File: src/dcae_cfg.svh
// Constants of the chain address enumeration: codes, field layout, resets, host map, timing.
`ifndef DCAE_CFG_SVH
`define DCAE_CFG_SVH

// Packet codes and field layout.
`define DCAE_CMD_ENUM      8'h57
`define DCAE_BYTE_ZERO     8'h00
`define DCAE_CMD_REV       8'hA5
`define DCAE_ADDR_W        5
`define DCAE_ADDR_MSB      4
`define DCAE_PAD_LSB       5
`define DCAE_ADDR_MAX      5'h1F
`define DCAE_ADDR_RST      5'h00
`define DCAE_PERMIT_RST    1'b1

// Host register offsets (byte addresses) and field positions.
`define DCAE_REG_CTRL      4'h0
`define DCAE_REG_SEED      4'h4
`define DCAE_REG_STATUS    4'h8
`define DCAE_CTRL_START    0
`define DCAE_CTRL_DOWN     1
`define DCAE_ST_BUSY       0
`define DCAE_ST_DONE       1
`define DCAE_ST_TMO        2
`define DCAE_ST_ERR        3
`define DCAE_ST_RET_LSB    8
`define DCAE_ST_CNT_LSB    16
`define DCAE_ST_TOP_LSB    24
`define DCAE_SEED_RST      5'h00

// Answer timeout of the host.
`define DCAE_CLK_MHZ       25
`define DCAE_RSP_TMO_US    1000
`define DCAE_RSP_TMO_CYC   (`DCAE_RSP_TMO_US * `DCAE_CLK_MHZ)
`define DCAE_TMR_W         16

`endif

File: src/dcae_pkg.sv
// Types shared by both ends of the chain address enumeration.
`include "dcae_cfg.svh"
package dcae_pkg;

    typedef logic [`DCAE_ADDR_W-1:0] dcae_addr_t;

    // Device state; index 0 is the up path, index 1 the down path.
    typedef struct packed {
        dcae_addr_t      addr;
        logic            permit;
        logic            stored;
        logic [1:0][1:0] idx;
        logic [1:0]      hit;
        logic [1:0]      live;
        logic [1:0][7:0] tx_data;
        logic [1:0]      tx_valid;
        logic [1:0]      tx_stop;
    } dcae_dev_state_t;

    typedef enum logic [2:0] {
        DCAE_H_IDLE,
        DCAE_H_REV,
        DCAE_H_CMD,
        DCAE_H_ZERO,
        DCAE_H_SEED,
        DCAE_H_WAIT
    } dcae_host_fsm_t;

    typedef struct packed {
        dcae_host_fsm_t          fsm;
        logic                    down;
        dcae_addr_t              seed;
        logic                    busy;
        logic                    done;
        logic                    tmo;
        logic                    err;
        dcae_addr_t              ret;
        logic [5:0]              cnt;
        dcae_addr_t              top;
        logic [`DCAE_TMR_W-1:0]  tmr;
        logic [7:0]              tx_data;
        logic                    tx_valid;
        logic                    tx_stop;
        logic                    tx_dn;
        logic [1:0]              ridx;
        logic                    rhit;
        logic                    ack;
        logic [31:0]             rdata;
    } dcae_host_state_t;

endpackage : dcae_pkg

File: src/dcae_link_if.sv
// Byte-level link between the host and the chain device: two paths, two directions each.
`timescale 1ns/1ps
`include "dcae_cfg.svh"
interface dcae_link_if;
    // Up path: host to lower receive port, upper transmit port back to host.
    logic [7:0] up_in_data;
    logic       up_in_valid;
    logic       up_in_stop;
    logic [7:0] up_out_data;
    logic       up_out_valid;
    logic       up_out_stop;
    // Down path: host to upper receive port, lower transmit port back to host.
    logic [7:0] dn_in_data;
    logic       dn_in_valid;
    logic       dn_in_stop;
    logic [7:0] dn_out_data;
    logic       dn_out_valid;
    logic       dn_out_stop;

    modport dev (
        input  up_in_data, up_in_valid, up_in_stop,
        input  dn_in_data, dn_in_valid, dn_in_stop,
        output up_out_data, up_out_valid, up_out_stop,
        output dn_out_data, dn_out_valid, dn_out_stop
    );

    modport host (
        output up_in_data, up_in_valid, up_in_stop,
        output dn_in_data, dn_in_valid, dn_in_stop,
        input  up_out_data, up_out_valid, up_out_stop,
        input  dn_out_data, dn_out_valid, dn_out_stop
    );
endinterface : dcae_link_if

File: src/dcae_host.sv
// Host end: sends the enumeration packet on command from an Avalon-MM register file.
`timescale 1ns/1ps
`include "dcae_cfg.svh"
module dcae_host #(
    parameter int TMO_CYC = `DCAE_RSP_TMO_CYC
) (
    input  wire logic        clock_i,
    input  wire logic        rst_n_i,
    dcae_link_if.host        link,
    input  wire logic [3:0]  avs_address_i,
    input  wire logic        avs_read_i,
    input  wire logic        avs_write_i,
    input  wire logic [31:0] avs_writedata_i,
    output logic [31:0]      avs_readdata_o,
    output logic             avs_waitrequest_o
);

    localparam logic [`DCAE_TMR_W-1:0] TMO_LAST = `DCAE_TMR_W'(TMO_CYC - 1);

    // The timer must hold the whole wait.
    if (TMO_CYC < 1 || TMO_CYC >= (1 << `DCAE_TMR_W)) begin : g_chk
        $error("dcae_host: TMO_CYC out of range");
    end

    dcae_pkg::dcae_host_state_t st_r;
    dcae_pkg::dcae_host_state_t st_nxt;

    logic       acc;
    logic [7:0] rx_b;
    logic       rx_v;
    logic       rx_s;
    logic [4:0] diff;
    logic [5:0] cnt;

    // Answers may come back on either return; the down return has priority.
    assign rx_v = link.up_out_valid | link.dn_out_valid;
    assign rx_b = link.dn_out_valid ? link.dn_out_data : link.up_out_data;
    assign rx_s = link.dn_out_valid ? link.dn_out_stop : link.up_out_stop;
    assign acc  = avs_read_i | avs_write_i;

    // Count derived from the returned address; zero difference means 32 devices.
    assign diff = st_r.down ? (st_r.seed - rx_b[4:0]) : (rx_b[4:0] - st_r.seed);
    assign cnt  = (diff == 5'h00) ? 6'h20 : {1'b0, diff};

    // Next-state logic: bus slave, packet sender and answer parser.
    always_comb begin
        st_nxt          = st_r;
        st_nxt.tx_valid = 1'b0;
        st_nxt.tx_stop  = 1'b0;
        // One wait state per access; read data is caught in the first cycle.
        st_nxt.ack = acc & ~st_r.ack;
        if (acc & ~st_r.ack) begin
            unique case (avs_address_i)
                `DCAE_REG_CTRL:   st_nxt.rdata = {30'h0, st_r.down, 1'b0};
                `DCAE_REG_SEED:   st_nxt.rdata = {27'h0, st_r.seed};
                `DCAE_REG_STATUS: st_nxt.rdata = {3'h0, st_r.top, 2'h0, st_r.cnt,
                                                  3'h0, st_r.ret, 4'h0, st_r.err,
                                                  st_r.tmo, st_r.done, st_r.busy};
                default:          st_nxt.rdata = 32'h0;
            endcase
        end
        // Writes act at the edge that ends the access, one cycle after the wait state; ignored while busy.
        if (avs_write_i & st_r.ack & ~st_r.busy) begin
            if (avs_address_i == `DCAE_REG_SEED) begin
                st_nxt.seed = avs_writedata_i[4:0];
            end
            if (avs_address_i == `DCAE_REG_CTRL && avs_writedata_i[`DCAE_CTRL_START]) begin
                st_nxt.down = avs_writedata_i[`DCAE_CTRL_DOWN];
                st_nxt.busy = 1'b1;
                st_nxt.done = 1'b0;
                st_nxt.tmo  = 1'b0;
                st_nxt.err  = 1'b0;
                // Down enumeration is preceded by the reverse-path command.
                st_nxt.fsm  = avs_writedata_i[`DCAE_CTRL_DOWN] ? dcae_pkg::DCAE_H_REV
                                                               : dcae_pkg::DCAE_H_CMD;
            end
        end
        // Answer parser follows every packet and restarts on each stop.
        if (rx_v) begin
            unique case (st_r.ridx)
                2'd0:    st_nxt.rhit = (rx_b == `DCAE_CMD_ENUM);
                2'd1:    st_nxt.rhit = st_r.rhit & (rx_b == `DCAE_BYTE_ZERO);
                default: st_nxt.rhit = 1'b0;
            endcase
            st_nxt.ridx = rx_s ? 2'd0 : ((st_r.ridx == 2'd3) ? 2'd3 : st_r.ridx + 2'd1);
        end
        unique case (st_r.fsm)
            dcae_pkg::DCAE_H_IDLE: begin
            end
            dcae_pkg::DCAE_H_REV: begin
                st_nxt.tx_data  = `DCAE_CMD_REV;
                st_nxt.tx_valid = 1'b1;
                st_nxt.tx_stop  = 1'b1;
                st_nxt.tx_dn    = 1'b1;
                st_nxt.fsm      = dcae_pkg::DCAE_H_CMD;
            end
            dcae_pkg::DCAE_H_CMD: begin
                st_nxt.tx_data  = `DCAE_CMD_ENUM;
                st_nxt.tx_valid = 1'b1;
                st_nxt.tx_dn    = st_r.down;
                st_nxt.fsm      = dcae_pkg::DCAE_H_ZERO;
            end
            dcae_pkg::DCAE_H_ZERO: begin
                st_nxt.tx_data  = `DCAE_BYTE_ZERO;
                st_nxt.tx_valid = 1'b1;
                st_nxt.fsm      = dcae_pkg::DCAE_H_SEED;
            end
            dcae_pkg::DCAE_H_SEED: begin
                st_nxt.tx_data  = {3'b000, st_r.seed};
                st_nxt.tx_valid = 1'b1;
                st_nxt.tx_stop  = 1'b1;
                st_nxt.tmr      = '0;
                st_nxt.fsm      = dcae_pkg::DCAE_H_WAIT;
            end
            dcae_pkg::DCAE_H_WAIT: begin
                st_nxt.tmr = st_r.tmr + `DCAE_TMR_W'(1);
                if (rx_v & rx_s & (st_r.ridx == 2'd2) & st_r.rhit
                    & (rx_b[7:5] == 3'b000)) begin
                    st_nxt.ret  = rx_b[4:0];
                    st_nxt.cnt  = cnt;
                    // Top address for the later top-address write by software.
                    st_nxt.top  = st_r.down ? st_r.seed
                                            : (st_r.seed + cnt[4:0] - 5'h01);
                    // Flags a seed that pushed an address past either end.
                    st_nxt.err  = st_r.down ? (cnt > ({1'b0, st_r.seed} + 6'h01))
                                            : (({1'b0, st_r.seed} + cnt) > 6'h20);
                    st_nxt.done = 1'b1;
                    st_nxt.busy = 1'b0;
                    st_nxt.fsm  = dcae_pkg::DCAE_H_IDLE;
                end else if (st_r.tmr == TMO_LAST) begin
                    // No answer marks the end of the stack during loopback probing.
                    st_nxt.tmo  = 1'b1;
                    st_nxt.done = 1'b1;
                    st_nxt.busy = 1'b0;
                    st_nxt.fsm  = dcae_pkg::DCAE_H_IDLE;
                end
            end
        endcase
    end

    // State register.
    always_ff @(posedge clock_i or negedge rst_n_i) begin
        if (!rst_n_i) begin
            st_r      <= '0;
            st_r.fsm  <= dcae_pkg::DCAE_H_IDLE;
            st_r.seed <= `DCAE_SEED_RST;
        end else begin
            st_r <= st_nxt;
        end
    end

    // Bus answer and link drive.
    assign avs_waitrequest_o = acc & ~st_r.ack;
    assign avs_readdata_o    = st_r.rdata;
    assign link.up_in_data   = st_r.tx_data;
    assign link.up_in_valid  = st_r.tx_valid & ~st_r.tx_dn;
    assign link.up_in_stop   = st_r.tx_stop & ~st_r.tx_dn;
    assign link.dn_in_data   = st_r.tx_data;
    assign link.dn_in_valid  = st_r.tx_valid & st_r.tx_dn;
    assign link.dn_in_stop   = st_r.tx_stop & st_r.tx_dn;

endmodule : dcae_host

File: src/flat_wrapper.sv
// flat-port wrapper written by rule: the top's interface ports become plain ports
module dcae_host_flat 
#(
    parameter int TMO_CYC = `DCAE_RSP_TMO_CYC
)
  (clock_i, rst_n_i, avs_address_i, avs_read_i, avs_write_i, avs_writedata_i, avs_readdata_o, avs_waitrequest_o, link_up_in_data, link_up_in_valid, link_up_in_stop, link_dn_in_data, link_dn_in_valid, link_dn_in_stop, link_up_out_data, link_up_out_valid, link_up_out_stop, link_dn_out_data, link_dn_out_valid, link_dn_out_stop);
  dcae_link_if link_i ();
  input  wire logic clock_i;
  input  wire logic rst_n_i;
  input  wire logic [3:0] avs_address_i;
  input  wire logic avs_read_i;
  input  wire logic avs_write_i;
  input  wire logic [31:0] avs_writedata_i;
  output logic [31:0] avs_readdata_o;
  output logic avs_waitrequest_o;
  output wire logic [$bits(link_i.up_in_data)-1:0] link_up_in_data;
  output wire logic [$bits(link_i.up_in_valid)-1:0] link_up_in_valid;
  output wire logic [$bits(link_i.up_in_stop)-1:0] link_up_in_stop;
  output wire logic [$bits(link_i.dn_in_data)-1:0] link_dn_in_data;
  output wire logic [$bits(link_i.dn_in_valid)-1:0] link_dn_in_valid;
  output wire logic [$bits(link_i.dn_in_stop)-1:0] link_dn_in_stop;
  input wire logic [$bits(link_i.up_out_data)-1:0] link_up_out_data;
  input wire logic [$bits(link_i.up_out_valid)-1:0] link_up_out_valid;
  input wire logic [$bits(link_i.up_out_stop)-1:0] link_up_out_stop;
  input wire logic [$bits(link_i.dn_out_data)-1:0] link_dn_out_data;
  input wire logic [$bits(link_i.dn_out_valid)-1:0] link_dn_out_valid;
  input wire logic [$bits(link_i.dn_out_stop)-1:0] link_dn_out_stop;
  assign link_up_in_data = link_i.up_in_data;
  assign link_up_in_valid = link_i.up_in_valid;
  assign link_up_in_stop = link_i.up_in_stop;
  assign link_dn_in_data = link_i.dn_in_data;
  assign link_dn_in_valid = link_i.dn_in_valid;
  assign link_dn_in_stop = link_i.dn_in_stop;
  assign link_i.up_out_data = link_up_out_data;
  assign link_i.up_out_valid = link_up_out_valid;
  assign link_i.up_out_stop = link_up_out_stop;
  assign link_i.dn_out_data = link_dn_out_data;
  assign link_i.dn_out_valid = link_dn_out_valid;
  assign link_i.dn_out_stop = link_dn_out_stop;
  dcae_host #(.TMO_CYC(TMO_CYC)) u_core (.clock_i(clock_i), .rst_n_i(rst_n_i), .link(link_i), .avs_address_i(avs_address_i), .avs_read_i(avs_read_i), .avs_write_i(avs_write_i), .avs_writedata_i(avs_writedata_i), .avs_readdata_o(avs_readdata_o), .avs_waitrequest_o(avs_waitrequest_o));
endmodule
File: config.mk
export PLATFORM = sky130hd
export DESIGN_NAME = dcae_host_flat
export DESIGN_NICKNAME = d
export VERILOG_FILES = /design/src/dcae_pkg.sv /design/src/dcae_link_if.sv /design/src/dcae_host.sv /design/src/flat_wrapper.sv
export VERILOG_INCLUDE_DIRS = /design/src
export SDC_FILE = /design/constraint.sdc
export NUM_CORES = 1
export LEC_CHECK = 0
export BUFFER_PORTS_ARGS = -buffer_cell sky130_fd_sc_hd__buf_2
export CELL_PAD_IN_SITES_DETAIL_PLACEMENT = 1
export CELL_PAD_IN_SITES_GLOBAL_PLACEMENT = 1
export CORE_ASPECT_RATIO = 0.9
export CORE_UTILIZATION = 35
export DETAILED_ROUTE_END_ITERATION = 16
export MAX_ROUTING_LAYER = met4
export PLACE_DENSITY = 0.76
export SKIP_CTS_REPAIR_TIMING = 1
export SLEW_MARGIN = 20
export SYNTH_ARGS = -nofsm -noshare
export SYNTH_HDL_FRONTEND = slang
export SYNTH_SLANG_ARGS = --single-unit
File: constraint.sdc
create_clock -name clock_i -period 3.46 [get_ports clock_i]
set_input_delay 0.173 -clock clock_i [delete_from_list [all_inputs] [get_ports clock_i]]
set_output_delay 0.173 -clock clock_i [all_outputs]
set_load 0.01 [all_outputs]
==> results.sh, run 1 <==
export IMPL_fin_util=0.403
export IMPL_arrival_ps=3440
export IMPL_std_cell_rows=41
export IMPL_drtAntennaViolNets=0
export IMPL_drive_gt1_frac=0.214
export IMPL_syn_cell_area_um2=5010
export IMPL_tns_ps=0
export IMPL_synth_warnings=0
export IMPL_syn_to_final_growth_pct=12.8
export IMPL_drv_slew=0
export IMPL_setup_viol=0
export IMPL_dieWidth_um=128
export IMPL_cts_max_path_buffers=2
export IMPL_ys_ff_latch=80
export IMPL_grt_pass1_vias=3993
export IMPL_clk_latency_ps=340
export IMPL_min_path_type="in -> reg"
export IMPL_dp_hpwl_um=9070
export IMPL_wl_per_cell_um=16.0
export IMPL_antenna_found_initial=0
export IMPL_fin_area_um2=5650
export IMPL_io_pin_count=113
export IMPL_syn_avg_cell_area_um2=9.29
export IMPL_die_area_um2=14800
export IMPL_die_y_um=115
export IMPL_clkTransAtPathRegs_ps=60
export IMPL_firstDrtPassIters=4
export IMPL_max_cap_violations=0
export IMPL_startpoint="u_core.st_r[83]$_DFFE_PN0P_"
export IMPL_finalPower_w=0.00433
export IMPL_synth_async_reset_ratio=1.00
export IMPL_rsz0062_at_grt="no"
export IMPL_grt_pass1_wl_um=20300
export IMPL_hold_viol=0
export IMPL_cts_buffers=9
export IMPL_cts_tree="built"
export IMPL_io_buffers=74
export IMPL_cp_end_kind="flop"
export IMPL_ir_drop_v=0.000280
export IMPL_antenna_cells=0
export IMPL_routed_wl_um=12400
export IMPL_place_congestion=0.819
export IMPL_slowest_delay_ps=480
export IMPL_timing_rr_start="u_core.st_r[83]$_DFFE_PN0P_"
export IMPL_ys_seq_area_frac=0.400
export IMPL_cts_sinks=80
export IMPL_slowest_stage="dfrtp_2"
export IMPL_overflow=0
export IMPL_cp_cell_sequence="inv_1 -> ha_1 -> inv_1 -> fa_1 -> mux2i_1 -> xor2_1 -> ha_1 -> inv_1 -> ha_1 -> a21o_1 -> a21oi_1 -> xnor2_1 -> nand2_1 -> o21ai_0 -> o21ai_0"
export IMPL_routed_via_count=3900
export IMPL_grt_max_degree=81
export IMPL_path_class="reg -> reg"
export IMPL_synth_edf_count=0
export IMPL_p_leak_nw=2.78
export IMPL_status="finished, final reports clean"
export IMPL_max_freq_mhz=309
export IMPL_drc=0
export IMPL_synth_top_flop_cell="dfrtp_1"
export IMPL_start_util=0.358
export IMPL_max_slew_margin_rel=0.284
export IMPL_cts_htree_levels=3
export IMPL_syn_inst=539
export IMPL_synth_cell_types=59
export IMPL_cp_required_ps=3670
export IMPL_cp_start_kind="flop"
export IMPL_grt_use_total=0.181
export IMPL_place_area_um2=5290
export IMPL_worstMarginPinSlew_ps=1070
export IMPL_drt_initial_drc_count=169
export IMPL_min_period_ps=3240
export IMPL_core_um2=14000
export IMPL_period_share=0.936
export IMPL_powerDensity_nw_per_um2=766
export IMPL_clock_skew_ps=11.0
export IMPL_cts_root_buf="clkbuf_16"
export IMPL_nNetsFinal=666
export IMPL_viasPerCell=5.05
export IMPL_holdCritStartpoint="avs_writedata_i[2]"
export IMPL_critPathMaxFanout=6
==> layer usage <==
metal	vias up	global-route usage	share of wire	wire [µm]
li1	1891	-	-	-
met1	1942	0.233	0.48	5920
met2	57	0.288	0.48	5890
met3	10	0.0397	0.034	418
met4	0	0.0525	0.012	151
met5	-	-	0	0
==> critical path, delay by kind of cell (launching register included) <==
kind / cells / cell delay, ps
AO/OA/AOI/OAI: 4 / 520
adder cells (fa/ha/maj): 4 / 1170
AND/OR/NAND/NOR: 1 / 60
buffers and inverters: 3 / 320
XOR/XNOR: 2 / 350
flip-flops: 1 / 480
multiplexers: 1 / 190
==> cell families after synthesis <==
logic type | after synthesis | synth area share
AO/OA/AOI/OAI | 135 | 0.180
flip-flops | 80 | 0.400
buffers and inverters | 103 | 0.115
AND/OR/NAND/NOR | 153 | 0.145
adder cells (fa/ha/maj) | 31 | 0.0834
other | 1 | 0.000749
XOR/XNOR | 15 | 0.0292
multiplexers | 21 | 0.0472
==> power breakdown <==
| part | internal (W) | switching, W | total [W] |
|---|---|---|---|
| clock network | 0.000709 | 0.000391 | 0.00110 |
| registers | 0.00108 | 0.000239 | 0.00132 |
| logic | 0.000813 | 0.00110 | 0.00191 |
| total | 0.00260 | 0.00172 | 0.00433 |
==> stage by stage <==
step                worst slack, ps  cells  hold WS, ps
global placement                218    756          391
floorplan                       426    549         -123
global route                   19.5    773         55.3
detailed placement             99.3    756          403
finish                          223    773         47.7
CTS                             152    772         45.8
==> final timing paths <==
check                                         endpoint  slack [ps]  depth (start not counted)
setup / recovery           u_core.st_r[67]$_DFFE_PN0P_         220                         15
hold / removal             u_core.st_r[85]$_DFFE_PN0P_          50                          3
setup reg to reg           u_core.st_r[67]$_DFFE_PN0P_         220                         15
hold reg to reg            u_core.st_r[66]$_DFFE_PN0P_         480                          2
max in group asynchronous  u_core.st_r[83]$_DFFE_PN0P_        2470                          2
min in group asynchronous  u_core.st_r[60]$_DFFE_PN0P_         450                          2
==> placed cells by master (no fill, tap or decap), types with 2 or more instances in the layout <==
cell type  synthesis  layout
nand2_1           55      55
xor2_1             5       5
nand3_1           15      15
and4_1             2       2
conb_1             1      11
mux2i_2            3       3
fa_1               4       4
o21ai_1            2       2
a21o_1            11      11
a22oi_1            4       4
ha_1              27      27
nor2b_1            7       7
nand4_1            5       5
bufinv_16          0       3
a22o_1            29      29
nand2b_1           4       4
nor4_1             3       3
dfrtp_1           80      79
or2_2              2       2
inv_2              3       3
a21oi_1           25      25
mux2_2             8       8
o22a_1             3       3
o31a_1             2       2
o21ai_0           42      42
o21bai_1           4       4
nor3_1            14      14
nor2_1            35      35
o211a_1            2       2
and2_1             3       3
inv_1             27      27
buf_2              3      73
a211oi_1           2       2
xnor2_1            8       8
buf_4             48      12
clkbuf_16          0       9
mux2i_1            9       9
==> flip-flops by register name (all words and copies together) (netlist names) <==
| name | cells |
|---|---|
| u_core.st_r | 52 |
| u_core.avs_readdata_o | 21 |
| u_core.link.dn_in_data | 7 |
==> Yosys cell counts, types with 11 or more instances <==
library cell,n,area (µm²)
nand2_1,55,206
nor2_1,35,131
nor3_1,14,70.1
a21o_1,11,82.6
a22o_1,29,254
inv_1,27,101
clkbuf_1,18,67.6
o21ai_0,42,210
dfrtp_1,80,2000
buf_4,48,360
nand3_1,15,75.1
a21oi_1,25,125
ha_1,27,338
==> area by class of cell <==
class	instances	area, µm²
clock buffer	10	229
clock inverter	6	115
timing repair buffer	87	477
multi-input combinational	366	2470
inverter	31	116
tap	193	241
sequential	80	2000
fill	1662	8360
(Power assumes the default switching activity.)
==> inputs of run 2 (changes only) <==
Settings changed: CORE_ASPECT_RATIO 0.9 to 0.6, CORE_MARGIN from default to 5, HOLD_SLACK_MARGIN from default to 0.05.
==> results.sh, run 2 (synthesis results as in run 1) <==
export IMPL_hold_viol=0
export IMPL_clock_power_share=0.219
export IMPL_path_buf_inv=2
export IMPL_powerDensity_nw_per_um2=746
export IMPL_worstMarginPinSlew_ps=763
export IMPL_dp_hpwl_um=10100
export IMPL_slowest_delay_ps=430
export IMPL_cts_root_buf="clkbuf_16"
export IMPL_antenna_cells=0
export IMPL_wl_per_cell_um=16.9
export IMPL_cts_buffers=9
export IMPL_fillers=1636
export IMPL_clkTransAtPathRegs_ps=60
export IMPL_grt_max_degree=81
export IMPL_grt_use_total=0.170
export IMPL_cp_start_kind="flop"
export IMPL_regArea_um2=2000
export IMPL_io_pin_count=113
export IMPL_grt_pass1_wl_um=21900
export IMPL_ir_drop_v=0.000274
export IMPL_drt_initial_drc_count=153
export IMPL_fin_area_um2=5610
export IMPL_top_register="u_core.st_r"
export IMPL_cts_htree_levels=3
export IMPL_syn_to_final_growth_pct=12.1
export IMPL_cts_tree="built"
export IMPL_cp_end_kind="flop"
export IMPL_final_common_cell="dfrtp_1"
export IMPL_drv_slew=0
export IMPL_period_share=0.922
export IMPL_cts_max_path_buffers=2
export IMPL_finalPower_w=0.00419
export IMPL_max_slew_margin_rel=0.491
export IMPL_drc=0
export IMPL_p_sw_w=0.00172
export IMPL_dieWidth_um=164
export IMPL_final_cell_mix="80 x dfrtp_1, 73 x buf_2, 55 x nand2_1"
export IMPL_p_comb_frac=0.470
export IMPL_drtAntennaViolNets=0
export IMPL_clock_skew_ps=6.89
export IMPL_start_util=0.362
export IMPL_slowest_stage="dfrtp_1"
export IMPL_min_period_ps=3190
export IMPL_io_buffers=74
export IMPL_routed_via_count=3945
export IMPL_multi_input_comb_area_um2=2470
export IMPL_max_cap_violations=0
export IMPL_p_leak_nw=2.77
export IMPL_place_congestion=0.880
export IMPL_cts_sinks=80
export IMPL_grt_pass1_vias=4209
export IMPL_p_sw_frac=0.412
export IMPL_die_y_um=103
export IMPL_arrival_ps=3420
export IMPL_cp_cell_sequence="inv_1 -> ha_1 -> inv_1 -> fa_1 -> a21oi_1 -> nor2_1 -> o31a_1 -> xnor2_2 -> ha_1 -> a21oi_1 -> o21ai_0 -> a21oi_1 -> o31a_1 -> o21ai_1"
export IMPL_cp_required_ps=3690
export IMPL_setup_ws_ps=271
export IMPL_pre_cts_ws_ps=55.9
export IMPL_std_cell_rows=33
export IMPL_overflow=0
export IMPL_p_seq_frac=0.311
export IMPL_firstDrtPassIters=4
export IMPL_nNetsFinal=669
export IMPL_tns_ps=0
export IMPL_antenna_found_initial=0
export IMPL_rsz0062_at_grt="no"
export IMPL_setup_viol=0
export IMPL_status="finished, final reports clean"
export IMPL_fin_util=0.406
export IMPL_internal_power_w=0.00246
export IMPL_place_area_um2=5310
export IMPL_routed_wl_um=13100
export IMPL_critPathMaxFanout=4
export IMPL_largest_reg_flops=52
export IMPL_path_class="reg -> reg"
export IMPL_max_freq_mhz=314
export IMPL_viasPerCell=5.09
export IMPL_critical_path_top_delay_family="compound AO/OA/AOI/OAI gates"
export IMPL_min_path_type="in -> reg"
export IMPL_drive_gt1_frac=0.216
export IMPL_clk_latency_ps=350
export IMPL_cp_common_cell="a21oi_1"
export IMPL_core_um2=13800
export IMPL_die_area_um2=16900
[run 2: cell types whose count changed in the layout (fill, tap and decap cells not counted)]
| cell | previous run | this run |
|---|---|---|
| buf_4 | 12 | 15 |
| bufinv_16 | 3 | 0 |
| clkbuf_8 | 0 | 3 |
| clkbuf_1 | 1 | 2 |
| clkinv_2 | 0 | 1 |
| clkinv_4 | 1 | 0 |
| dfrtp_1 | 79 | 80 |
| dfrtp_2 | 1 | 0 |
| inv_6 | 1 | 0 |
| nand2b_1 | 4 | 3 |
| nand2b_2 | 0 | 1 |
[run 2: cell type report]
class,instances,share of cell area
sequential,80,0.357
tap,192,0.0428
timing repair buffer,90,0.0889
multi-input combinational,366,0.440
clock buffer,14,0.0488
clock inverter,2,0.00223
inverter,31,0.0207
[run 2: power groups by stage]
stage | logic [W] | clock network, W | registers (W)
after global routing | 0.00220 | 0.000981 | 0.00133
after global placement | 0.00183 | 0 | 0.00130
final | 0.00197 | 0.000916 | 0.00130
after floorplan | 0.00154 | 0 | 0.00121
after detailed placement | 0.00195 | 0 | 0.00131
after CTS | 0.00197 | 0.000943 | 0.00130
[run 2: worst min-delay path, delay by kind of cell]
family / cells / cell delay [ps]
buf+inv: 1 / 90
simple gates: 1 / 40
compound gates: 1 / 60
[run 2: stage by stage]
| step | instances | hold WS [ps] |
|---|---|---|
| floorplan | 549 | -123 |
| global placement | 758 | 404 |
| detailed placement | 758 | 413 |
| CTS | 774 | 52.9 |
| global route | 775 | 71.6 |
| finish | 775 | 53.6 |
[run 2: final timing paths]
| kind | startpoint | end | slack [ps] | cells after the start |
|---|---|---|---|---|
| min in group asynchronous | rst_n_i | u_core.avs_readdata_o[28]$_DFFE_PN0P_ | 430 | 2 |
| worst max register to register | u_core.st_r[83]$_DFFE_PN0P_ | u_core.st_r[79]$_DFF_PN0_ | 270 | 14 |
| worst max-delay path | u_core.st_r[83]$_DFFE_PN0P_ | u_core.st_r[79]$_DFF_PN0_ | 270 | 14 |
| max in group asynchronous | rst_n_i | u_core.st_r[38]$_DFF_PN0_ | 2480 | 2 |
| worst min-delay path | avs_writedata_i[2] | u_core.st_r[85]$_DFFE_PN0P_ | 50 | 3 |
| worst min register to register | u_core.avs_readdata_o[2]$_DFFE_PN0P_ | u_core.avs_readdata_o[2]$_DFFE_PN0P_ | 480 | 2 |
[run 2: per-layer routing]
metal	GRT usage	share of wire	vias to the layer above
met4	0.0530	0.015	0
met5	-	0	-
met1	0.242	0.52	1947
li1	-	-	1891
met2	0.240	0.41	90
met3	0.0376	0.051	17
==> inputs of run 3 (changes only) <==
Settings changed: MAX_ROUTING_LAYER met4 to default.
==> results.sh, run 3 (synthesis results as in run 1) <==
export IMPL_clock_skew_ps=6.30
export IMPL_ir_drop_v=0.000274
export IMPL_place_inst=758
export IMPL_grt_max_degree=81
export IMPL_place_area_um2=5310
export IMPL_dieWidth_um=164
export IMPL_cts_tree="built"
export IMPL_drt_initial_drc_count=159
export IMPL_wl_per_cell_um=17.1
export IMPL_internal_power_w=0.00246
export IMPL_arrival_ps=3410
export IMPL_cp_end_kind="flop"
export IMPL_grt_pass1_vias=4204
export IMPL_final_common_cell="dfrtp_1"
export IMPL_period_share=0.921
export IMPL_min_period_ps=3190
export IMPL_drtAntennaViolNets=0
export IMPL_cts_buffers=9
export IMPL_path_buf_inv=2
export IMPL_p_comb_frac=0.470
export IMPL_slowest_stage="dfrtp_1"
export IMPL_gr_max_usage_layer="met2"
export IMPL_cp_cell_sequence="inv_1 -> ha_1 -> inv_1 -> fa_1 -> a21oi_1 -> nor2_1 -> o31a_1 -> xnor2_2 -> ha_1 -> a21oi_1 -> o21ai_0 -> a21oi_1 -> o31a_1 -> o21ai_1"
export IMPL_max_cap_violations=0
export IMPL_setup_viol=0
export IMPL_routed_via_count=3965
export IMPL_cts_htree_levels=3
export IMPL_setup_ws_ps=275
export IMPL_antenna_cells=0
export IMPL_cts_max_path_buffers=2
export IMPL_final_cell_mix="80 x dfrtp_1, 73 x buf_2, 55 x nand2_1"
export IMPL_io_buffers=74
export IMPL_cts_root_buf="clkbuf_16"
export IMPL_p_leak_nw=2.77
export IMPL_grt_pass1_wl_um=21900
export IMPL_critical_path_top_delay_family="compound AO/OA/AOI/OAI gates"
export IMPL_worstMarginPinSlew_ps=766
export IMPL_layout_cells_non_filler=775
export IMPL_drive_gt1_frac=0.216
export IMPL_drc=0
export IMPL_clkTransAtPathRegs_ps=60
export IMPL_dp_hpwl_um=10100
export IMPL_path_class="reg -> reg"
export IMPL_max_freq_mhz=314
export IMPL_largest_reg_flops=52
export IMPL_clk_latency_ps=350
export IMPL_slowest_delay_ps=430
export IMPL_fin_util=0.406
export IMPL_syn_to_final_growth_pct=12.1
export IMPL_drv_slew=0
export IMPL_viasPerCell=5.12
export IMPL_rsz0062_at_grt="no"
export IMPL_cts_sinks=80
export IMPL_critPathMaxFanout=4
export IMPL_tns_ps=0
export IMPL_p_sw_w=0.00172
export IMPL_nNetsFinal=669
export IMPL_status="finished, final reports clean"
export IMPL_use_met1=0.239
export IMPL_std_cell_rows=33
export IMPL_hold_viol=0
export IMPL_max_slew_margin_rel=0.489
export IMPL_routed_wl_um=13200
export IMPL_cp_required_ps=3690
export IMPL_firstDrtPassIters=4
export IMPL_gr_usage_met3=0.0443
export IMPL_fin_area_um2=5610
export IMPL_cp_common_cell="a21oi_1"
export IMPL_p_sw_frac=0.412
export IMPL_cp_start_kind="flop"
export IMPL_pre_cts_ws_ps=55.9
export IMPL_core_um2=13800
export IMPL_clock_power_share=0.219
export IMPL_p_seq_frac=0.311
export IMPL_place_congestion=0.866
export IMPL_start_util=0.362
export IMPL_grt_met2_usage=0.240
export IMPL_io_pin_count=113
export IMPL_die_y_um=103
export IMPL_overflow=0
export IMPL_antenna_found_initial=0
export IMPL_die_area_um2=16900
export IMPL_min_path_type="in -> reg"
export IMPL_powerDensity_nw_per_um2=746
export IMPL_grt_use_total=0.165
export IMPL_top_register="u_core.st_r"
## run 3: worst min-delay path: stages
cell     delay [ps]
buf_2            90
nand2_1          40
o21ai_0          60
## run 3: path summary, 6_finish.rpt
kind,start,endpoint,slack (ps),cells after the start
max in group asynchronous,rst_n_i,u_core.avs_readdata_o[17]$_DFFE_PN0P_,2480,2
min in group asynchronous,rst_n_i,u_core.avs_readdata_o[28]$_DFFE_PN0P_,430,2
min reg2reg,u_core.avs_readdata_o[2]$_DFFE_PN0P_,u_core.avs_readdata_o[2]$_DFFE_PN0P_,480,2
min,avs_writedata_i[2],u_core.st_r[85]$_DFFE_PN0P_,60,3
max,u_core.st_r[83]$_DFFE_PN0P_,u_core.st_r[79]$_DFF_PN0_,270,14
max reg2reg,u_core.st_r[83]$_DFFE_PN0P_,u_core.st_r[79]$_DFF_PN0_,270,14
## run 3: area by class of cell
cell class                 count  area (µm²)
clock buffer                  14         274
clock inverter                 2        12.5
fill                        1636        8220
inverter                      31         116
multi-input combinational    366        2470
sequential                    80        2000
tap                          192         240
timing repair buffer          90         499
## run 3: power by group through the flow
stage / logic (W) / clock network, W / registers [W]
final: 0.00197 / 0.000917 / 0.00130
after global placement: 0.00183 / 0 / 0.00130
after global routing: 0.00220 / 0.000983 / 0.00133
after floorplan: 0.00154 / 0 / 0.00121
after CTS: 0.00197 / 0.000943 / 0.00130
after detailed placement: 0.00195 / 0 / 0.00131
## run 3: through the flow
stage / hold slack (ps) / total power, W
final: 61.6 / 0.00419
after floorplan: -123 / 0.00275
after global routing: 70.1 / 0.00451
after detailed placement: 413 / 0.00326
after global placement: 404 / 0.00313
after CTS: 52.9 / 0.00421
## run 3: metal layers
layer | wire length [µm] | part of all wire
met4 | 197 | 0.015
met1 | 6930 | 0.52
met5 | 0 | 0
met3 | 714 | 0.054
met2 | 5410 | 0.41
